[config.mk]
export PLATFORM = sky130hd
export DESIGN_NAME = ipv_irq_ctrl
export DESIGN_NICKNAME = d
export VERILOG_FILES = /design/src/rtl/ipv_irq_ctrl.v /design/src/rtl/ipv_rx_flag.v
export VERILOG_INCLUDE_DIRS = /design/src /design/src/inc
export SDC_FILE = /design/constraint.sdc
export NUM_CORES = 1
export LEC_CHECK = 0
export BUFFER_PORTS_ARGS = -buffer_cell sky130_fd_sc_hd__buf_2
export CAP_MARGIN = 10
export CORE_ASPECT_RATIO = 0.8
export CORE_MARGIN = 2
export CORE_UTILIZATION = 46
export CTS_CLUSTER_DIAMETER = 60
export CTS_CLUSTER_SIZE = 10
export DETAILED_ROUTE_END_ITERATION = 10
export GPL_TIMING_DRIVEN = 0
export PLACE_DENSITY = 0.78
export SYNTH_ARGS = -nofsm -noshare
export SYNTH_HDL_FRONTEND = slang
export SYNTH_SLANG_ARGS = --single-unit
[constraint.sdc]
create_clock -name clk -period 3.8 [get_ports clk]
set_input_delay 0.38 -clock clk [delete_from_list [all_inputs] [get_ports clk]]
set_output_delay 0.38 -clock clk [all_outputs]
set_load 0.01 [all_outputs]
[src/inc/ipv_irq_regs.vh]
// constants for the interrupt priority and vector logic
`ifndef IPV_IRQ_REGS_VH
`define IPV_IRQ_REGS_VH

// register word offsets, matched against haddr[7:2]
`define IPV_OFF_PRIO 6'h00
`define IPV_OFF_TMREN 6'h01
`define IPV_OFF_SEREN 6'h02
`define IPV_OFF_PHEN 6'h03
`define IPV_OFF_CFG 6'h04
`define IPV_OFF_STAT 6'h05

// field layouts
`define IPV_PSEL 4:0
`define IPV_PSEL_RST 5'h06
`define IPV_TEN_CAP 2:0
`define IPV_TEN_CMP 6:3
`define IPV_TEN_C45 7
`define IPV_TEN_TOF 8
`define IPV_TEN_PAOV 9
`define IPV_TEN_PAEDGE 10
`define IPV_TEN_RTI 11
`define IPV_TEN_W 12
`define IPV_SEN_A1 3:0
`define IPV_SEN_A2 7:4
`define IPV_SEN_S1 8
`define IPV_SEN_S2 9
`define IPV_SEN_MOD 12:10
`define IPV_SEN_W 13
`define IPV_CFG_NOWD 0
`define IPV_CFG_CME 1
`define IPV_ST_VEC 15:0
`define IPV_ST_SRC 20:16
`define IPV_ST_REQ 24

// source codes: 0..18 maskable in fixed order, then fixed class
`define IPV_SRC_IRQ 5'h00
`define IPV_SRC_RTI 5'h01
`define IPV_SRC_TOF 5'h0c
`define IPV_SRC_SYNC2 5'h0a
`define IPV_SRC_ASYNC2 5'h0b
`define IPV_SRC_MOD 5'h0d
`define IPV_SRC_PAOV 5'h0e
`define IPV_SRC_PAEDGE 5'h0f
`define IPV_SRC_PORTH 5'h10
`define IPV_SRC_SYNC1 5'h11
`define IPV_SRC_ASYNC1 5'h12
`define IPV_SRC_NONMASKABLE_PIN 5'h13
`define IPV_SRC_ILLOP 5'h14
`define IPV_SRC_SWI 5'h15
`define IPV_SRC_COP 5'h16
`define IPV_SRC_CMF 5'h17
`define IPV_SRC_RESET 5'h18
`define IPV_NMASK 19

// vector addresses, even byte of each pair
`define IPV_VEC_PORTH 16'hffce
`define IPV_VEC_MOD 16'hffd0
`define IPV_VEC_ASYNC2 16'hffd2
`define IPV_VEC_SYNC2 16'hffd4
`define IPV_VEC_ASYNC1 16'hffd6
`define IPV_VEC_SYNC1 16'hffd8
`define IPV_VEC_PAEDGE 16'hffda
`define IPV_VEC_PAOV 16'hffdc
`define IPV_VEC_TOF 16'hffde
`define IPV_VEC_C45 16'hffe0
`define IPV_VEC_CMP4 16'hffe2
`define IPV_VEC_IC3 16'hffea
`define IPV_VEC_RTI 16'hfff0
`define IPV_VEC_IRQ 16'hfff2
`define IPV_VEC_NONMASKABLE_PIN 16'hfff4
`define IPV_VEC_SWI 16'hfff6
`define IPV_VEC_ILLOP 16'hfff8
`define IPV_VEC_COP 16'hfffa
`define IPV_VEC_CMF 16'hfffc
`define IPV_VEC_RESET 16'hfffe
`define IPV_VEC_STEP 16'h0002

`endif

[src/rtl/ipv_irq_ctrl.v]
// interrupt priority, promotion and vector logic with ahb-lite registers
`timescale 1ns/100ps
`default_nettype none
`include "ipv_irq_regs.vh"
module ipv_irq_ctrl
(
  input wire clk,
  input wire resetn,
  input wire hsel,
  input wire [31:0] haddr,
  input wire [1:0] htrans,
  input wire hwrite,
  input wire [2:0] hsize,
  input wire [31:0] hwdata,
  input wire hready,
  output wire hreadyout,
  output wire hresp,
  output reg [31:0] hrdata,
  input wire condCodeIBit,
  input wire condCodeXBit,
  input wire irqPinN,
  input wire nonmaskablePinN,
  input wire swiReq,
  input wire illegalOpReq,
  input wire copFail,
  input wire clockMonFail,
  input wire resetReq,
  input wire rtiFlag,
  input wire [2:0] captureFlag,
  input wire [3:0] compareFlag,
  input wire cap4Cmp5Flag,
  input wire timerOvfFlag,
  input wire accumOvfFlag,
  input wire accumEdgeFlag,
  input wire [2:0] modTimerFlag,
  input wire [7:0] porthFlag,
  input wire sync1DoneFlag,
  input wire sync2DoneFlag,
  input wire [1:0] asyncRxSet,
  input wire [1:0] asyncStatusRd,
  input wire [1:0] asyncDataRd,
  input wire [1:0] asyncOverrun,
  input wire [1:0] asyncTxEmpty,
  input wire [1:0] asyncTxDone,
  input wire [1:0] asyncIdle,
  output wire [1:0] rxFullFlag,
  output reg irqPending_ff,
  output reg [4:0] srcCode_ff,
  output reg [15:0] vecHiAddr_ff,
  output reg [15:0] vecLoAddr_ff
);

  // promotion code to maskable source index
  function [4:0] pselIdx;
    input [4:0] code;
    begin
      case (code)
        5'h06: pselIdx = `IPV_SRC_IRQ;
        5'h07: pselIdx = `IPV_SRC_RTI;
        5'h08, 5'h09, 5'h0a, 5'h0b, 5'h0c, 5'h0d, 5'h0e, 5'h0f:
          pselIdx = code - 5'h06;
        5'h10: pselIdx = `IPV_SRC_TOF;
        5'h11: pselIdx = `IPV_SRC_PAOV;
        5'h12: pselIdx = `IPV_SRC_PAEDGE;
        5'h13: pselIdx = `IPV_SRC_SYNC1;
        5'h14: pselIdx = `IPV_SRC_ASYNC1;
        5'h15: pselIdx = `IPV_SRC_SYNC2;
        5'h16: pselIdx = `IPV_SRC_ASYNC2;
        5'h17: pselIdx = `IPV_SRC_MOD;
        5'h18: pselIdx = `IPV_SRC_PORTH;
        default: pselIdx = `IPV_SRC_IRQ;
      endcase
    end
  endfunction

  // maskable source index to vector, independent of rank
  function [15:0] vecOf;
    input [4:0] idx;
    begin
      case (idx)
        5'h00: vecOf = `IPV_VEC_IRQ;
        5'h01: vecOf = `IPV_VEC_RTI;
        5'h02, 5'h03, 5'h04:
          vecOf = `IPV_VEC_IC3 + (`IPV_VEC_STEP * (16'h0004 - {11'h000, idx}));
        5'h05, 5'h06, 5'h07, 5'h08:
          vecOf = `IPV_VEC_CMP4 + (`IPV_VEC_STEP * (16'h0008 - {11'h000, idx}));
        5'h09: vecOf = `IPV_VEC_C45;
        5'h0a: vecOf = `IPV_VEC_SYNC2;
        5'h0b: vecOf = `IPV_VEC_ASYNC2;
        5'h0c: vecOf = `IPV_VEC_TOF;
        5'h0d: vecOf = `IPV_VEC_MOD;
        5'h0e: vecOf = `IPV_VEC_PAOV;
        5'h0f: vecOf = `IPV_VEC_PAEDGE;
        5'h10: vecOf = `IPV_VEC_PORTH;
        5'h11: vecOf = `IPV_VEC_SYNC1;
        5'h12: vecOf = `IPV_VEC_ASYNC1;
        default: vecOf = `IPV_VEC_IRQ;
      endcase
    end
  endfunction

  // lowest set index wins in fixed order
  function [4:0] firstSet;
    input [`IPV_NMASK-1:0] req;
    integer i;
    begin
      firstSet = 5'h00;
      for (i = `IPV_NMASK - 1; i >= 0; i = i - 1)
      begin
        if (req[i])
        begin
          firstSet = i[4:0];
        end
      end
    end
  endfunction

  reg [4:0] psel_ff;
  reg [`IPV_TEN_W-1:0] tmrEn_ff;
  reg [`IPV_SEN_W-1:0] serEn_ff;
  reg [7:0] porthEn_ff;
  reg watchdogDisable_ff;
  reg clockMonEnable_ff;
  reg wrPend_ff;
  reg [5:0] wrIdx_ff;
  reg [31:0] nxt_rdata;
  reg nxt_pending;
  reg [4:0] nxt_src;
  reg [15:0] nxt_vec;

  wire addrPhase;
  wire [5:0] rdIdx;
  wire [1:0] asyncAny;
  wire [`IPV_NMASK-1:0] srcReq;
  wire [`IPV_NMASK-1:0] maskReq;
  wire [4:0] promIdx;
  wire [4:0] winIdx;

  assign hreadyout = 1'b1;
  assign hresp = 1'b0;
  assign addrPhase = hsel && htrans[1] && hready;
  assign rdIdx = haddr[7:2];

  // receive-full flags of both async units
  genvar u;
  generate
    for (u = 0; u < 2; u = u + 1)
    begin : rxu
      ipv_rx_flag rxFlag
      (
        .clk(clk),
        .resetn(resetn),
        .rxSet(asyncRxSet[u]),
        .statusRd(asyncStatusRd[u]),
        .dataRd(asyncDataRd[u]),
        .rxFullFlag(rxFullFlag[u])
      );
    end
  endgenerate

  // five events per async unit onto one request
  assign asyncAny[0] = ((rxFullFlag[0] | asyncOverrun[0]) & serEn_ff[0])
    | (asyncTxEmpty[0] & serEn_ff[1]) | (asyncTxDone[0] & serEn_ff[2])
    | (asyncIdle[0] & serEn_ff[3]);
  assign asyncAny[1] = ((rxFullFlag[1] | asyncOverrun[1]) & serEn_ff[4])
    | (asyncTxEmpty[1] & serEn_ff[5]) | (asyncTxDone[1] & serEn_ff[6])
    | (asyncIdle[1] & serEn_ff[7]);

  // locally gated requests except the ungated irq pin (index 0), index is the fixed rank
  assign srcReq[0] = ~irqPinN;
  assign srcReq[1] = rtiFlag & tmrEn_ff[`IPV_TEN_RTI];
  assign srcReq[4:2] = captureFlag & tmrEn_ff[`IPV_TEN_CAP];
  assign srcReq[8:5] = compareFlag & tmrEn_ff[`IPV_TEN_CMP];
  assign srcReq[9] = cap4Cmp5Flag & tmrEn_ff[`IPV_TEN_C45];
  assign srcReq[10] = sync2DoneFlag & serEn_ff[`IPV_SEN_S2];
  assign srcReq[11] = asyncAny[1];
  assign srcReq[12] = timerOvfFlag & tmrEn_ff[`IPV_TEN_TOF];
  assign srcReq[13] = |(modTimerFlag & serEn_ff[`IPV_SEN_MOD]);
  assign srcReq[14] = accumOvfFlag & tmrEn_ff[`IPV_TEN_PAOV];
  assign srcReq[15] = accumEdgeFlag & tmrEn_ff[`IPV_TEN_PAEDGE];
  assign srcReq[16] = |(porthFlag & porthEn_ff);
  assign srcReq[17] = sync1DoneFlag & serEn_ff[`IPV_SEN_S1];
  assign srcReq[18] = asyncAny[0];

  // global mask applies to every maskable source, promoted or not
  assign maskReq = srcReq & {`IPV_NMASK{~condCodeIBit}};
  assign promIdx = pselIdx(psel_ff);
  assign winIdx = maskReq[promIdx] ? promIdx : firstSet(maskReq);

  // fixed class first, then maskable winner
  always @*
  begin
    nxt_pending = 1'b1;
    nxt_src = `IPV_SRC_IRQ;
    nxt_vec = `IPV_VEC_IRQ;
    if (resetReq)
    begin
      nxt_src = `IPV_SRC_RESET;
      nxt_vec = `IPV_VEC_RESET;
    end
    else if (clockMonFail && clockMonEnable_ff)
    begin
      nxt_src = `IPV_SRC_CMF;
      nxt_vec = `IPV_VEC_CMF;
    end
    else if (copFail && !watchdogDisable_ff)
    begin
      nxt_src = `IPV_SRC_COP;
      nxt_vec = `IPV_VEC_COP;
    end
    else if (!nonmaskablePinN && !condCodeXBit)
    begin
      nxt_src = `IPV_SRC_NONMASKABLE_PIN;
      nxt_vec = `IPV_VEC_NONMASKABLE_PIN;
    end
    else if (illegalOpReq)
    begin
      nxt_src = `IPV_SRC_ILLOP;
      nxt_vec = `IPV_VEC_ILLOP;
    end
    else if (swiReq)
    begin
      nxt_src = `IPV_SRC_SWI;
      nxt_vec = `IPV_VEC_SWI;
    end
    else if (|maskReq)
    begin
      nxt_src = winIdx;
      nxt_vec = vecOf(winIdx);
    end
    else
    begin
      nxt_pending = 1'b0;
    end
  end

  // outputs, pair addresses high byte first
  always @(posedge clk or negedge resetn)
  begin
    if (!resetn)
    begin
      irqPending_ff <= 1'b0;
      srcCode_ff <= `IPV_SRC_IRQ;
      vecHiAddr_ff <= `IPV_VEC_IRQ;
      vecLoAddr_ff <= `IPV_VEC_IRQ;
    end
    else
    begin
      irqPending_ff <= nxt_pending;
      srcCode_ff <= nxt_src;
      vecHiAddr_ff <= nxt_vec;
      vecLoAddr_ff <= nxt_vec | 16'h0001;
    end
  end

  // read data prepared in the address phase
  always @*
  begin
    nxt_rdata = 32'h00000000;
    case (rdIdx)
      `IPV_OFF_PRIO: nxt_rdata[`IPV_PSEL] = psel_ff;
      `IPV_OFF_TMREN: nxt_rdata[`IPV_TEN_W-1:0] = tmrEn_ff;
      `IPV_OFF_SEREN: nxt_rdata[`IPV_SEN_W-1:0] = serEn_ff;
      `IPV_OFF_PHEN: nxt_rdata[7:0] = porthEn_ff;
      `IPV_OFF_CFG:
      begin
        nxt_rdata[`IPV_CFG_NOWD] = watchdogDisable_ff;
        nxt_rdata[`IPV_CFG_CME] = clockMonEnable_ff;
      end
      `IPV_OFF_STAT:
      begin
        nxt_rdata[`IPV_ST_VEC] = vecHiAddr_ff;
        nxt_rdata[`IPV_ST_SRC] = srcCode_ff;
        nxt_rdata[`IPV_ST_REQ] = irqPending_ff;
      end
      default: nxt_rdata = 32'h00000000;
    endcase
  end

  // ahb-lite slave, zero wait states
  always @(posedge clk or negedge resetn)
  begin
    if (!resetn)
    begin
      wrPend_ff <= 1'b0;
      wrIdx_ff <= 6'h00;
      hrdata <= 32'h00000000;
    end
    else
    begin
      wrPend_ff <= addrPhase && hwrite;
      if (addrPhase)
      begin
        wrIdx_ff <= rdIdx;
      end
      if (addrPhase && !hwrite)
      begin
        hrdata <= nxt_rdata;
      end
    end
  end

  // register writes in the data phase
  always @(posedge clk or negedge resetn)
  begin
    if (!resetn)
    begin
      psel_ff <= `IPV_PSEL_RST;
      tmrEn_ff <= {`IPV_TEN_W{1'b0}};
      serEn_ff <= {`IPV_SEN_W{1'b0}};
      porthEn_ff <= 8'h00;
      watchdogDisable_ff <= 1'b0;
      clockMonEnable_ff <= 1'b0;
    end
    else if (wrPend_ff)
    begin
      case (wrIdx_ff)
        `IPV_OFF_PRIO:
        begin
          if (condCodeIBit)
          begin
            psel_ff <= hwdata[`IPV_PSEL];
          end
        end
        `IPV_OFF_TMREN: tmrEn_ff <= hwdata[`IPV_TEN_W-1:0];
        `IPV_OFF_SEREN: serEn_ff <= hwdata[`IPV_SEN_W-1:0];
        `IPV_OFF_PHEN: porthEn_ff <= hwdata[7:0];
        `IPV_OFF_CFG:
        begin
          watchdogDisable_ff <= hwdata[`IPV_CFG_NOWD];
          clockMonEnable_ff <= hwdata[`IPV_CFG_CME];
        end
        default:
        begin
          porthEn_ff <= porthEn_ff;
        end
      endcase
    end
  end

endmodule
`default_nettype wire

[src/rtl/ipv_rx_flag.v]
// receive-full flag with status-then-data read clearing
`timescale 1ns/100ps
`default_nettype none
module ipv_rx_flag
(
  input wire clk,
  input wire resetn,
  input wire rxSet,
  input wire statusRd,
  input wire dataRd,
  output reg rxFullFlag
);

  reg armed_ff;
  reg nxt_armed;
  reg nxt_flag;

  always @*
  begin
    nxt_armed = armed_ff;
    nxt_flag = rxFullFlag;
    if (statusRd && rxFullFlag)
    begin
      nxt_armed = 1'b1;
    end
    if (dataRd && armed_ff)
    begin
      nxt_flag = 1'b0;
      nxt_armed = 1'b0;
    end
    // a new byte wins over the clear
    if (rxSet)
    begin
      nxt_flag = 1'b1;
      nxt_armed = 1'b0;
    end
  end

  always @(posedge clk or negedge resetn)
  begin
    if (!resetn)
    begin
      armed_ff <= 1'b0;
      rxFullFlag <= 1'b0;
    end
    else
    begin
      armed_ff <= nxt_armed;
      rxFullFlag <= nxt_flag;
    end
  end

endmodule
`default_nettype wire

# Word level (Yosys, flattened, before mapping)
# Cells that the tools add are included.
# op_classes
n_bitwise	30
addsub	5
n_eq_ne	45
mux	62
magnitude_cmp	1
n_reduce_logical	32
# op_table
operator	count
$pmux 16 s13	1
$mux 5	27
$mux 16	7
$eq 5x4->1 const B	16
$eq 5x5->1 const B	12
$pmux 5 s11	1
$eq 5x3->1 const B	5
$eq 6x2->1 const B	4
$and 19x19->19	1
$mux 1	19
$reduce_or 19->1	1
$eq 6x3->1 const B	3
$add 6x7->8 const A	2
$reduce_or 8->1	2
$and 1x1->1	15
$pmux 3 s5	1
$eq 6x1->1 const B	2
$logic_not 6->1	2
$pmux 2 s6	1
$pmux 3 s4	1
$pmux 4 s3	1
$logic_and 1x1->1	11
$eq 5x2->1 const B	2
$and 8x8->8	1
other kinds (19)	37
# word_totals
input_bits	122
ff_bits	111
out_inout_bits	74
word_cells	192

# Longest topological paths before layout
# Gate-level depths: netlist (run 1).
# depth
depth_word	36
mapped_depth	19
mapped_depth_nobuf	17

# Modules after synthesis
# A second synthesis (run 1) with hierarchy kept.
# hier_totals
cells_unflattened	573
hier_area_um2	5450.2
# modules_own_cells
module	n_inst	area_each_um2	cells_each	seq_area_each_um2
ipv_irq_ctrl	1	5290.1	559	2035.7
ipv_rx_flag	2	80.1	7	50.0

# Worst setup path after synthesis (run 1)
# OpenSTA, ideal clock, no wires.
# synth_timing
path_kind	register to register
from	register psel_ff[1]
to	register vecLoAddr_ff[2]
arrival_ps	4057
required_time_ps	3669
setup_time_ps	131
period_less_slack_ps	4188
path_slack_ps	-388
path_stages_with_launch	17
path_buffers	1
cell_sequence	dfstp_2 -> ha_1 -> or4b_4 -> o31ai_2 -> nand3_1 -> o311ai_4 -> or2_2 -> nand3b_2 -> o31ai_1 -> inv_1 -> ha_1 -> buf_1 -> or3_1 -> a31oi_1 -> a211oi_2 -> a2111oi_0 -> o21ai_1
# synth_via
elab_chain_cells	16
word_cells_on_any_way	56
cone_classes	add/sub: 5; eq/ne: 36; mux: 12; reduce/logical: 3
# synth_rtl
item	line	text
start, declared	ipv_irq_ctrl.v:118	reg [4:0] psel_ff;
start signal, assigned	ipv_irq_ctrl.v:308	psel_ff <= `IPV_PSEL_RST;
start signal, assigned	ipv_irq_ctrl.v:322	psel_ff <= hwdata[`IPV_PSEL];
branches (longest 2 deep; another with $sub 5x3->5)	n/a	
$pmux 5 s11 (*)	ipv_irq_ctrl.v:57	case (code)
$bmux 1 s5	ipv_irq_ctrl.v:188	assign winIdx = maskReq[promIdx] ? promIdx : firstSet(maskReq);
$mux 1 (not written as such)	ipv_irq_ctrl.v:188	
$mux 5 (*)	ipv_irq_ctrl.v:188	
$sub 4x5->6, or another cell as far along	ipv_irq_ctrl.v:86	vecOf = `IPV_VEC_CMP4 + (`IPV_VEC_STEP * (16'h0008 - {11'h000, idx}));
$add 6x7->8 (no line), or another cell as far along	n/a	
$pmux 16 s13 (*)	ipv_irq_ctrl.v:80	case (idx)
$mux 16 (*)	ipv_irq_ctrl.v:226	else if (|maskReq)
$mux 16 (*)	ipv_irq_ctrl.v:221	else if (swiReq)
$mux 16 (*)	ipv_irq_ctrl.v:216	else if (illegalOpReq)
$mux 16 (*)	ipv_irq_ctrl.v:211	else if (!nonmaskablePinN && !condCodeXBit)
$mux 16 (*)	ipv_irq_ctrl.v:206	else if (copFail && !watchdogDisable_ff)
$mux 16 (*)	ipv_irq_ctrl.v:201	else if (clockMonFail && clockMonEnable_ff)
$mux 16 (*)	ipv_irq_ctrl.v:196	if (resetReq)
named net nxt_vec[2]	ipv_irq_ctrl.v:129	reg [15:0] nxt_vec;
end signal, assigned	ipv_irq_ctrl.v:245	vecLoAddr_ff <= `IPV_VEC_IRQ;
end signal, assigned	ipv_irq_ctrl.v:252	vecLoAddr_ff <= nxt_vec | 16'h0001;
end, declared	ipv_irq_ctrl.v:50	output reg [15:0] vecLoAddr_ff
# Mark *: on every way through the listed nets, which the timed path passes. The select of a mux whose other input is x is not followed.
# A chain may end at the register's enable or synchronous reset.

# Worst setup path in the final report (run 1)
# layout_timing
from	register psel_ff[1]
to	register vecLoAddr_ff[5]
# Same word-level chain as after synthesis.

==> impl_metrics.csv, run 1 <==
group,metric,value,unit
worst_setup_path,path_cells,"ha_4 -> or4b_4 -> o31ai_4 -> a311oi_4 -> o311ai_4 -> or2_4 -> nand3b_4 -> o31ai_4 -> buf_6 -> ha_4 -> buf_8 -> nor3_2 -> a311o_1 -> o31ai_4 -> nor3_2 -> a211o_1",
worst_setup_path,worstPathRequired,4.05,ns
clock_tree,path_clk_slew,0.07,ns
power_and_ir_drop,leakagePower,3.379,nW
layout,finalCoreUtilization,0.6349,
logic_synthesis,synth_seq_cells,85,
clock_tree,root_buffer,"clkbuf_16",
die,design.die.area,0.01288,mm2
clock_tree,insertion_delay,0.34,ns
die,die_height,101.9,um
die,initial_core_util,0.4749,
logic_synthesis,synth_top_area_cell,"dfrtp_1",
timing,period_needed,3.905,ns
power_and_ir_drop,seq_power_share,0.344,
worst_setup_path,crit_slowest_cell,"dfstp_2",
logic_synthesis,ys_warn_count,0,
power_and_ir_drop,power.density,413.0,mW/mm2
worst_setup_path,startpoint_type,"flip-flop",
layout,layout-drive-gt1-share,0.4454,
layout,fillers,984,
layout,finalNonFillerCells,927,
detailed_routing,antenna_left,0,
logic_synthesis,netlist_instances,587,
worst_setup_path,end_kind,"flip-flop",
placement,place_congestion,0.9146,
clock_tree,cts_tree,"done",
clock_tree,postCtsHoldBufs,0,
timing,fmax,0.2561,GHz
worst_setup_path,cp_num_buf_inv,2,
power_and_ir_drop,ir_drop,241.9,uV
timing,setup_viol,6,
detailed_routing,drtIter0Drc,602,
die,pin_count,196,
timing,rsz0062_at_grt,"yes",
timing,min_period_over_period,1.028,
placement,place_ws,-0.5762,ns
detailed_routing,vias_per_cell,5.869,
global_route,grtUsageTotal,0.2788,
timing,fin_ws,-0.1052,ns
global_route,grt_max_degree,48,
job,maxCapViolations,0,
logic_synthesis,synth_common_cells,"dfrtp_1 (78), nand2_1 (77), mux2_2 (49)",
logic_synthesis,synth.most_common_cell,"dfrtp_1",
logic_synthesis,yosys_most_used_dff,"dfrtp_1",
clock_tree,cts.sinks,85,
status,outcome,"complete, but fails checks",
logic_synthesis,synth-seq-area-share,0.3875,
die,rows,35,
timing,tns,-0.4027,ns
worst_setup_path,cp.arrival,4.16,ns
worst_setup_path,critical_path.top_delay_family,"compound AO/OA/AOI/OAI gates",
placement,io_buffers,131,
clock_tree,cts_inserted_buffers,9,
worst_setup_path,crit_top_cell,"o31ai_4",
detailed_routing,remaining_drc_errors,0,
global_route,antenna_found_initial,0,
detailed_routing,first_pass_iters,7,
global_route,overflow,0,
timing,final_max_slew_viol_count,0,
power_and_ir_drop,combPwrFrac,0.352,
timing,relSlewSlack,0.1556,
logic_synthesis,synthArstFlopShare,1.000,
timing,tightest_slew,1.255,ns
clock_tree,clockBufferDepth,2,
timing,final-hold-violation-count,0,
global_route,grt_pass1_vias,5071,
logic_synthesis,netlist_top_cells_area,"dfrtp_1 (35%), mux2_2 (10%), buf_4 (6.0%)",
worst_setup_path,crit_fanout,6,
detailed_routing,wl,17940,um
placement,place_area,0.006475,mm2
layout,n_antenna_cell,0,
logic_synthesis,synth.distinct_cells,84,
worst_setup_path,cpPeakStageDelay,0.57,ns
detailed_routing,wl_per_cell,19.35,um
logic_synthesis,synth_top_area_frac,0.3541,
power_and_ir_drop,pwr-share-clk,0.304,
timing,skew,0.006944,ns
clock_tree,cts_max_level,3,
power_and_ir_drop,power.internal,0.001996,W
die,die_w,126.4,um
hold_path,min_path_type,"in -> async",
logic_synthesis,syn-mean-instance-area,9.389,um2
layout,nets,904,
placement,hpwl,13570,um
worst_setup_path,critPathKind,"reg -> reg",
layout,syn_to_final_growth,33.69,%
power_and_ir_drop,p_sw_frac,0.3440,
logic_synthesis,synth_area,0.005512,mm2
layout,final_design_area_no_fill,0.007368,mm2
global_route,grt_pass1_wl,27830,um
placement,dp.cells,880,
status,violations,"setup timing",
die,coreArea,0.01160,mm2
detailed_routing,via_count,5441,
logic_synthesis,synth-edff-count,0,
power_and_ir_drop,p_sw,0.001047,W
==> logic make-up after synthesis <==
kind of cell,after synthesis,share of synthesized area
compound gates,155,0.2025
xor+xnor,2,0.003179
fa+ha+maj,8,0.01816
buf+inv,78,0.08763
flops,85,0.3875
mux,59,0.1196
other cells,2,0.001363
simple gates,198,0.1800
==> placed cells by master (no fill, tap or decap), drive strengths merged, types with 12 or more instances in the layout <==
master / n
buf: 214
dfrtp: 78
nand2: 77
mux2: 52
o21ai: 36
nor2: 29
a21oi: 27
clkbuf: 25
nand3: 18
conb: 15
inv: 15
nand2b: 13
nor3: 12
==> area by class of cell <==
type                            instances  area [um2]  area share
Multi-Input combinational cell        437        3284      0.4457
Sequential cell                        85        2137      0.2900
Timing Repair Buffer                  165       953.4      0.1294
Buffer                                 64       446.7     0.06062
Clock buffer                           10       239.0     0.03243
Tap cell                              148       185.2     0.02513
Clock inverter                          6       75.07     0.01019
Inverter                               12       47.55    0.006453
==> sequential cells by signal, indices dropped and copies added (netlist names), 2 cells and up <==
signal,count
wrIdx_ff,6
rxu.rxFlag.rxFullFlag,2
tmrEn_ff,12
srcCode_ff,5
rxu.rxFlag.armed_ff,2
serEn_ff,13
hrdata,20
porthEn_ff,8
vecLoAddr_ff,8
psel_ff,5
==> worst paths after layout <==
check	from	endpoint	slack (ns)	cells past startpoint
hold / removal	resetn	srcCode_ff[2]$_DFF_PN0_	0.03	1
min in group clk	asyncRxSet[0]	rxu[0].rxFlag.armed_ff$_DFFE_PN0P_	0.20	2
hold reg to reg	hrdata[18]$_DFFE_PN0P_	hrdata[18]$_DFFE_PN0P_	0.46	2
setup / recovery	psel_ff[1]$_DFFE_PN1P_	vecLoAddr_ff[5]$_DFF_PN1_	-0.11	16
max in group asynchronous	resetn	psel_ff[1]$_DFFE_PN1P_	3.13	2
setup reg to reg	psel_ff[1]$_DFFE_PN1P_	vecLoAddr_ff[5]$_DFF_PN1_	-0.11	16
==> repair_timing <==
action | in CTS | in global routing
setup buffers | 26 | 7
pin swaps | 21 | 31
gates cloned | 0 | 0
endpoints found under the setup margin | 6 | 6
endpoints found under the hold margin | 0 | 0
resized for setup | 33 | 28
==> routing by layer <==
layer,global-route usage,wire (um),share of wire
met1,0.4032,7924,0.44
met2,0.4258,7868,0.44
met3,0.06911,1816,0.10
met4,0.06424,331,0.018
met5,0,0,0
==> power by group through the flow <==
stage                     Combinational [W]  Sequential (W)  Clock [W]
after floorplan                    0.000564         0.00104          0
after global placement             0.000806         0.00106          0
after detailed placement           0.000819         0.00106          0
after CTS                          0.000955         0.00105   0.000935
after global routing                0.00115         0.00106   0.000976
final                               0.00107         0.00105   0.000924
==> metrics by stage <==
| stage | total power (W) | hold slack [ns] |
|---|---|---|
| detailed placement | 0.001880 | 0.4050 |
| global placement | 0.001862 | 0.4453 |
| floorplan | 0.001607 | 0.08441 |
| finish | 0.003043 | 0.03279 |
| global route | 0.003179 | 0.05532 |
| CTS | 0.002935 | 0.04032 |
No activity file was read; power rests on OpenSTA's default activity.
==> inputs of run 2 (changes only) <==
--- a/config.mk
+++ b/config.mk
@@ -15,7 +15,7 @@
 export CTS_CLUSTER_SIZE = 10
 export DETAILED_ROUTE_END_ITERATION = 10
 export GPL_TIMING_DRIVEN = 0
-export PLACE_DENSITY = 0.78
+export PLACE_DENSITY_LB_ADDON = 0.15
 export SYNTH_ARGS = -nofsm -noshare
 export SYNTH_HDL_FRONTEND = slang
 export SYNTH_SLANG_ARGS = --single-unit
==> run 2 against run 1 <==
  * Clock skew increased by 0.0034 ns
  * Largest cell class unchanged
  * Worst setup slack got worse by 0.042 ns
  * Sequential share of layout area increased by 0.13 points
  * Maximum frequency decreased by 1.1%
  * Highest routed layer unchanged
  * Register-to-register slack got worse by 0.04 ns
  * Global-route usage decreased by 0.060 points
  * Worst hold slack got worse by 0.040 ns
  * The run ends with hold timing, setup timing left
  * Combinational power about the same
  * Cell area decreased by 0.49%
  * Routed wire length decreased by 0.36%
==> impl_metrics.csv, run 2 (synthesis gave the netlist of run 1 again) <==
group,metric,value,unit
status,outcome,"complete, but fails checks",
status,violations,"hold timing, setup timing",
worst_setup_path,crit_fanout,5,
global_route,top_usage_layer,"met2",
detailed_routing,vias_per_cell,5.771,
layout,finalCoreUtilization,0.6318,
detailed_routing,remaining_drc_errors,0,
global_route,grt_pass1_wl,27740,um
layout,largest-register,"hrdata",
clock_tree,cts.sinks,85,
detailed_routing,wl_per_cell,19.12,um
global_route,grtUsageTotal,0.2782,
clock_tree,cts_inserted_buffers,9,
placement,place_area,0.006475,mm2
detailed_routing,wl,17870,um
timing,fin_ws,-0.1474,ns
global_route,grt_pass1_vias,5065,
detailed_routing,drtIter0Drc,444,
die,design.die.area,0.01288,mm2
worst_setup_path,startpoint_type,"flip-flop",
global_route,use_met1,0.4124,
power_and_ir_drop,ir_drop,226.1,uV
worst_setup_path,worstPathRequired,4.04,ns
placement,hpwl,13490,um
placement,place_congestion,0.9223,
job,maxCapViolations,0,
timing,relSlewSlack,0.5169,
die,pin_count,196,
clock_tree,root_buffer,"clkbuf_16",
timing,fmax,0.2533,GHz
power_and_ir_drop,leakagePower,3.401,nW
die,coreArea,0.01160,mm2
global_route,grtUsageMet3,0.05864,
global_route,grt_max_degree,50,
clock_tree,path_clk_slew,0.07,ns
worst_setup_path,critPathKind,"reg -> reg",
clock_tree,insertion_delay,0.34,ns
layout,final_cell_mix,"buf_2 (133), buf_4 (80), dfrtp_1 (78), nand2_1 (76), mux2_2 (49)",
layout,multi_input_area,0.003201,mm2
layout,largest_registers,"hrdata: 20 flops, serEn_ff: 13 flops, tmrEn_ff: 12 flops",
layout,layout-drive-gt1-share,0.4422,
power_and_ir_drop,power,0.003025,W
power_and_ir_drop,power.density,412.5,mW/mm2
timing,rsz0062_at_grt,"yes",
timing,skew,0.01038,ns
worst_setup_path,end_kind,"flip-flop",
detailed_routing,antenna_left,0,
layout,fillers,1020,
timing,period_needed,3.947,ns
timing,tns,-0.4390,ns
clock_tree,clockBufferDepth,2,
global_route,antenna_found_initial,0,
placement,io_buffers,131,
clock_tree,cts_tree,"done",
layout,regArea,0.002136,mm2
clock_tree,cts_max_level,3,
layout,largest_register_ffs,20,
die,initial_core_util,0.4749,
timing,final_max_slew_viol_count,0,
global_route,grt_util_met2,0.4216,
layout,final_design_area_no_fill,0.007332,mm2
timing,min_period_over_period,1.039,
die,die_height,101.9,um
timing,holdWs,-0.007552,ns
global_route,overflow,0,
die,rows,35,
die,die_w,126.4,um
timing,final-hold-violation-count,4,
timing,setup_viol,4,
layout,n_antenna_cell,0,
layout,final_common_cell,"buf_2",
worst_setup_path,cp.arrival,4.19,ns
detailed_routing,via_count,5396,
clock_tree,postCtsHoldBufs,0,
detailed_routing,first_pass_iters,5,
layout,nets,912,
timing,tightest_slew,0.7191,ns
hold_path,min_path_type,"in -> async",
layout,syn_to_final_growth,33.03,%
## run 2: timing repair
| action | CTS | global route |
|---|---|---|
| gates cloned | 0 | 0 |
| buffers inserted | 28 | 12 |
| gates resized for setup | 29 | 20 |
| setup endpoints to repair | 6 | 6 |
| pin swaps | 19 | 9 |
## run 2: metrics by stage
step / worst slack (ns) / cells
after CTS: -0.1195 / 923
after global placement: -0.6474 / 879
after floorplan: 0.009238 / 600
after global routing: -0.2985 / 935
final: -0.1474 / 935
after detailed placement: -0.6218 / 880
## run 2: worst paths after layout
kind                            slack (ns)                                 end  cells after the start              startpoint
worst max-delay path                 -0.15           vecLoAddr_ff[4]$_DFF_PN1_                     18  psel_ff[1]$_DFFE_PN1P_
worst min-delay path                -0.008           vecLoAddr_ff[0]$_DFF_PN0_                      1                  resetn
worst max register to register       -0.15           vecLoAddr_ff[4]$_DFF_PN1_                     18  psel_ff[1]$_DFFE_PN1P_
worst min register to register        0.47              hrdata[20]$_DFFE_PN0P_                      2  hrdata[20]$_DFFE_PN0P_
max in group asynchronous             3.13           vecLoAddr_ff[4]$_DFF_PN1_                      2                  resetn
min in group clk                      0.20  rxu[1].rxFlag.armed_ff$_DFFE_PN0P_                      2           asyncRxSet[1]
## run 2: critical path, cell delays in order, from the launching register on
cell,delay (ns)
dfstp_2,0.60
ha_4,0.22
or4b_4,0.54
o31ai_4,0.09
a311oi_2,0.17
o311ai_4,0.10
or2_4,0.19
nand3b_4,0.11
o31ai_4,0.26
buf_6,0.15
ha_4,0.13
buf_8,0.11
nor3_2,0.04
a311o_1,0.31
o31ai_4,0.31
a311oi_2,0.08
buf_4,0.18
o21a_1,0.10
o211ai_1,0.12
## run 2: final cells by class
type | instances | share of cell area
inverter | 12 | 0.006485
sequential | 85 | 0.2913
buffer | 64 | 0.06041
clock inverter | 7 | 0.01143
clock buffer | 9 | 0.03072
tap | 148 | 0.02526
timing repair buffer | 173 | 0.1379
multi-input combinational | 437 | 0.4365
## run 2: metal layers
layer  wire (um)  up-vias
li1            -     2504
met1        8233     2616
met2        7794      251
met3        1614       25
met4         231        0
met5           0        -
## run 2: report_power, final
group | switching [W] | internal, W | leakage, nW | total, W
registers | 0.0000700 | 0.000977 | 1.07 | 0.00105
clock network | 0.000398 | 0.000524 | 0.149 | 0.000921
logic | 0.000582 | 0.000474 | 2.18 | 0.00106
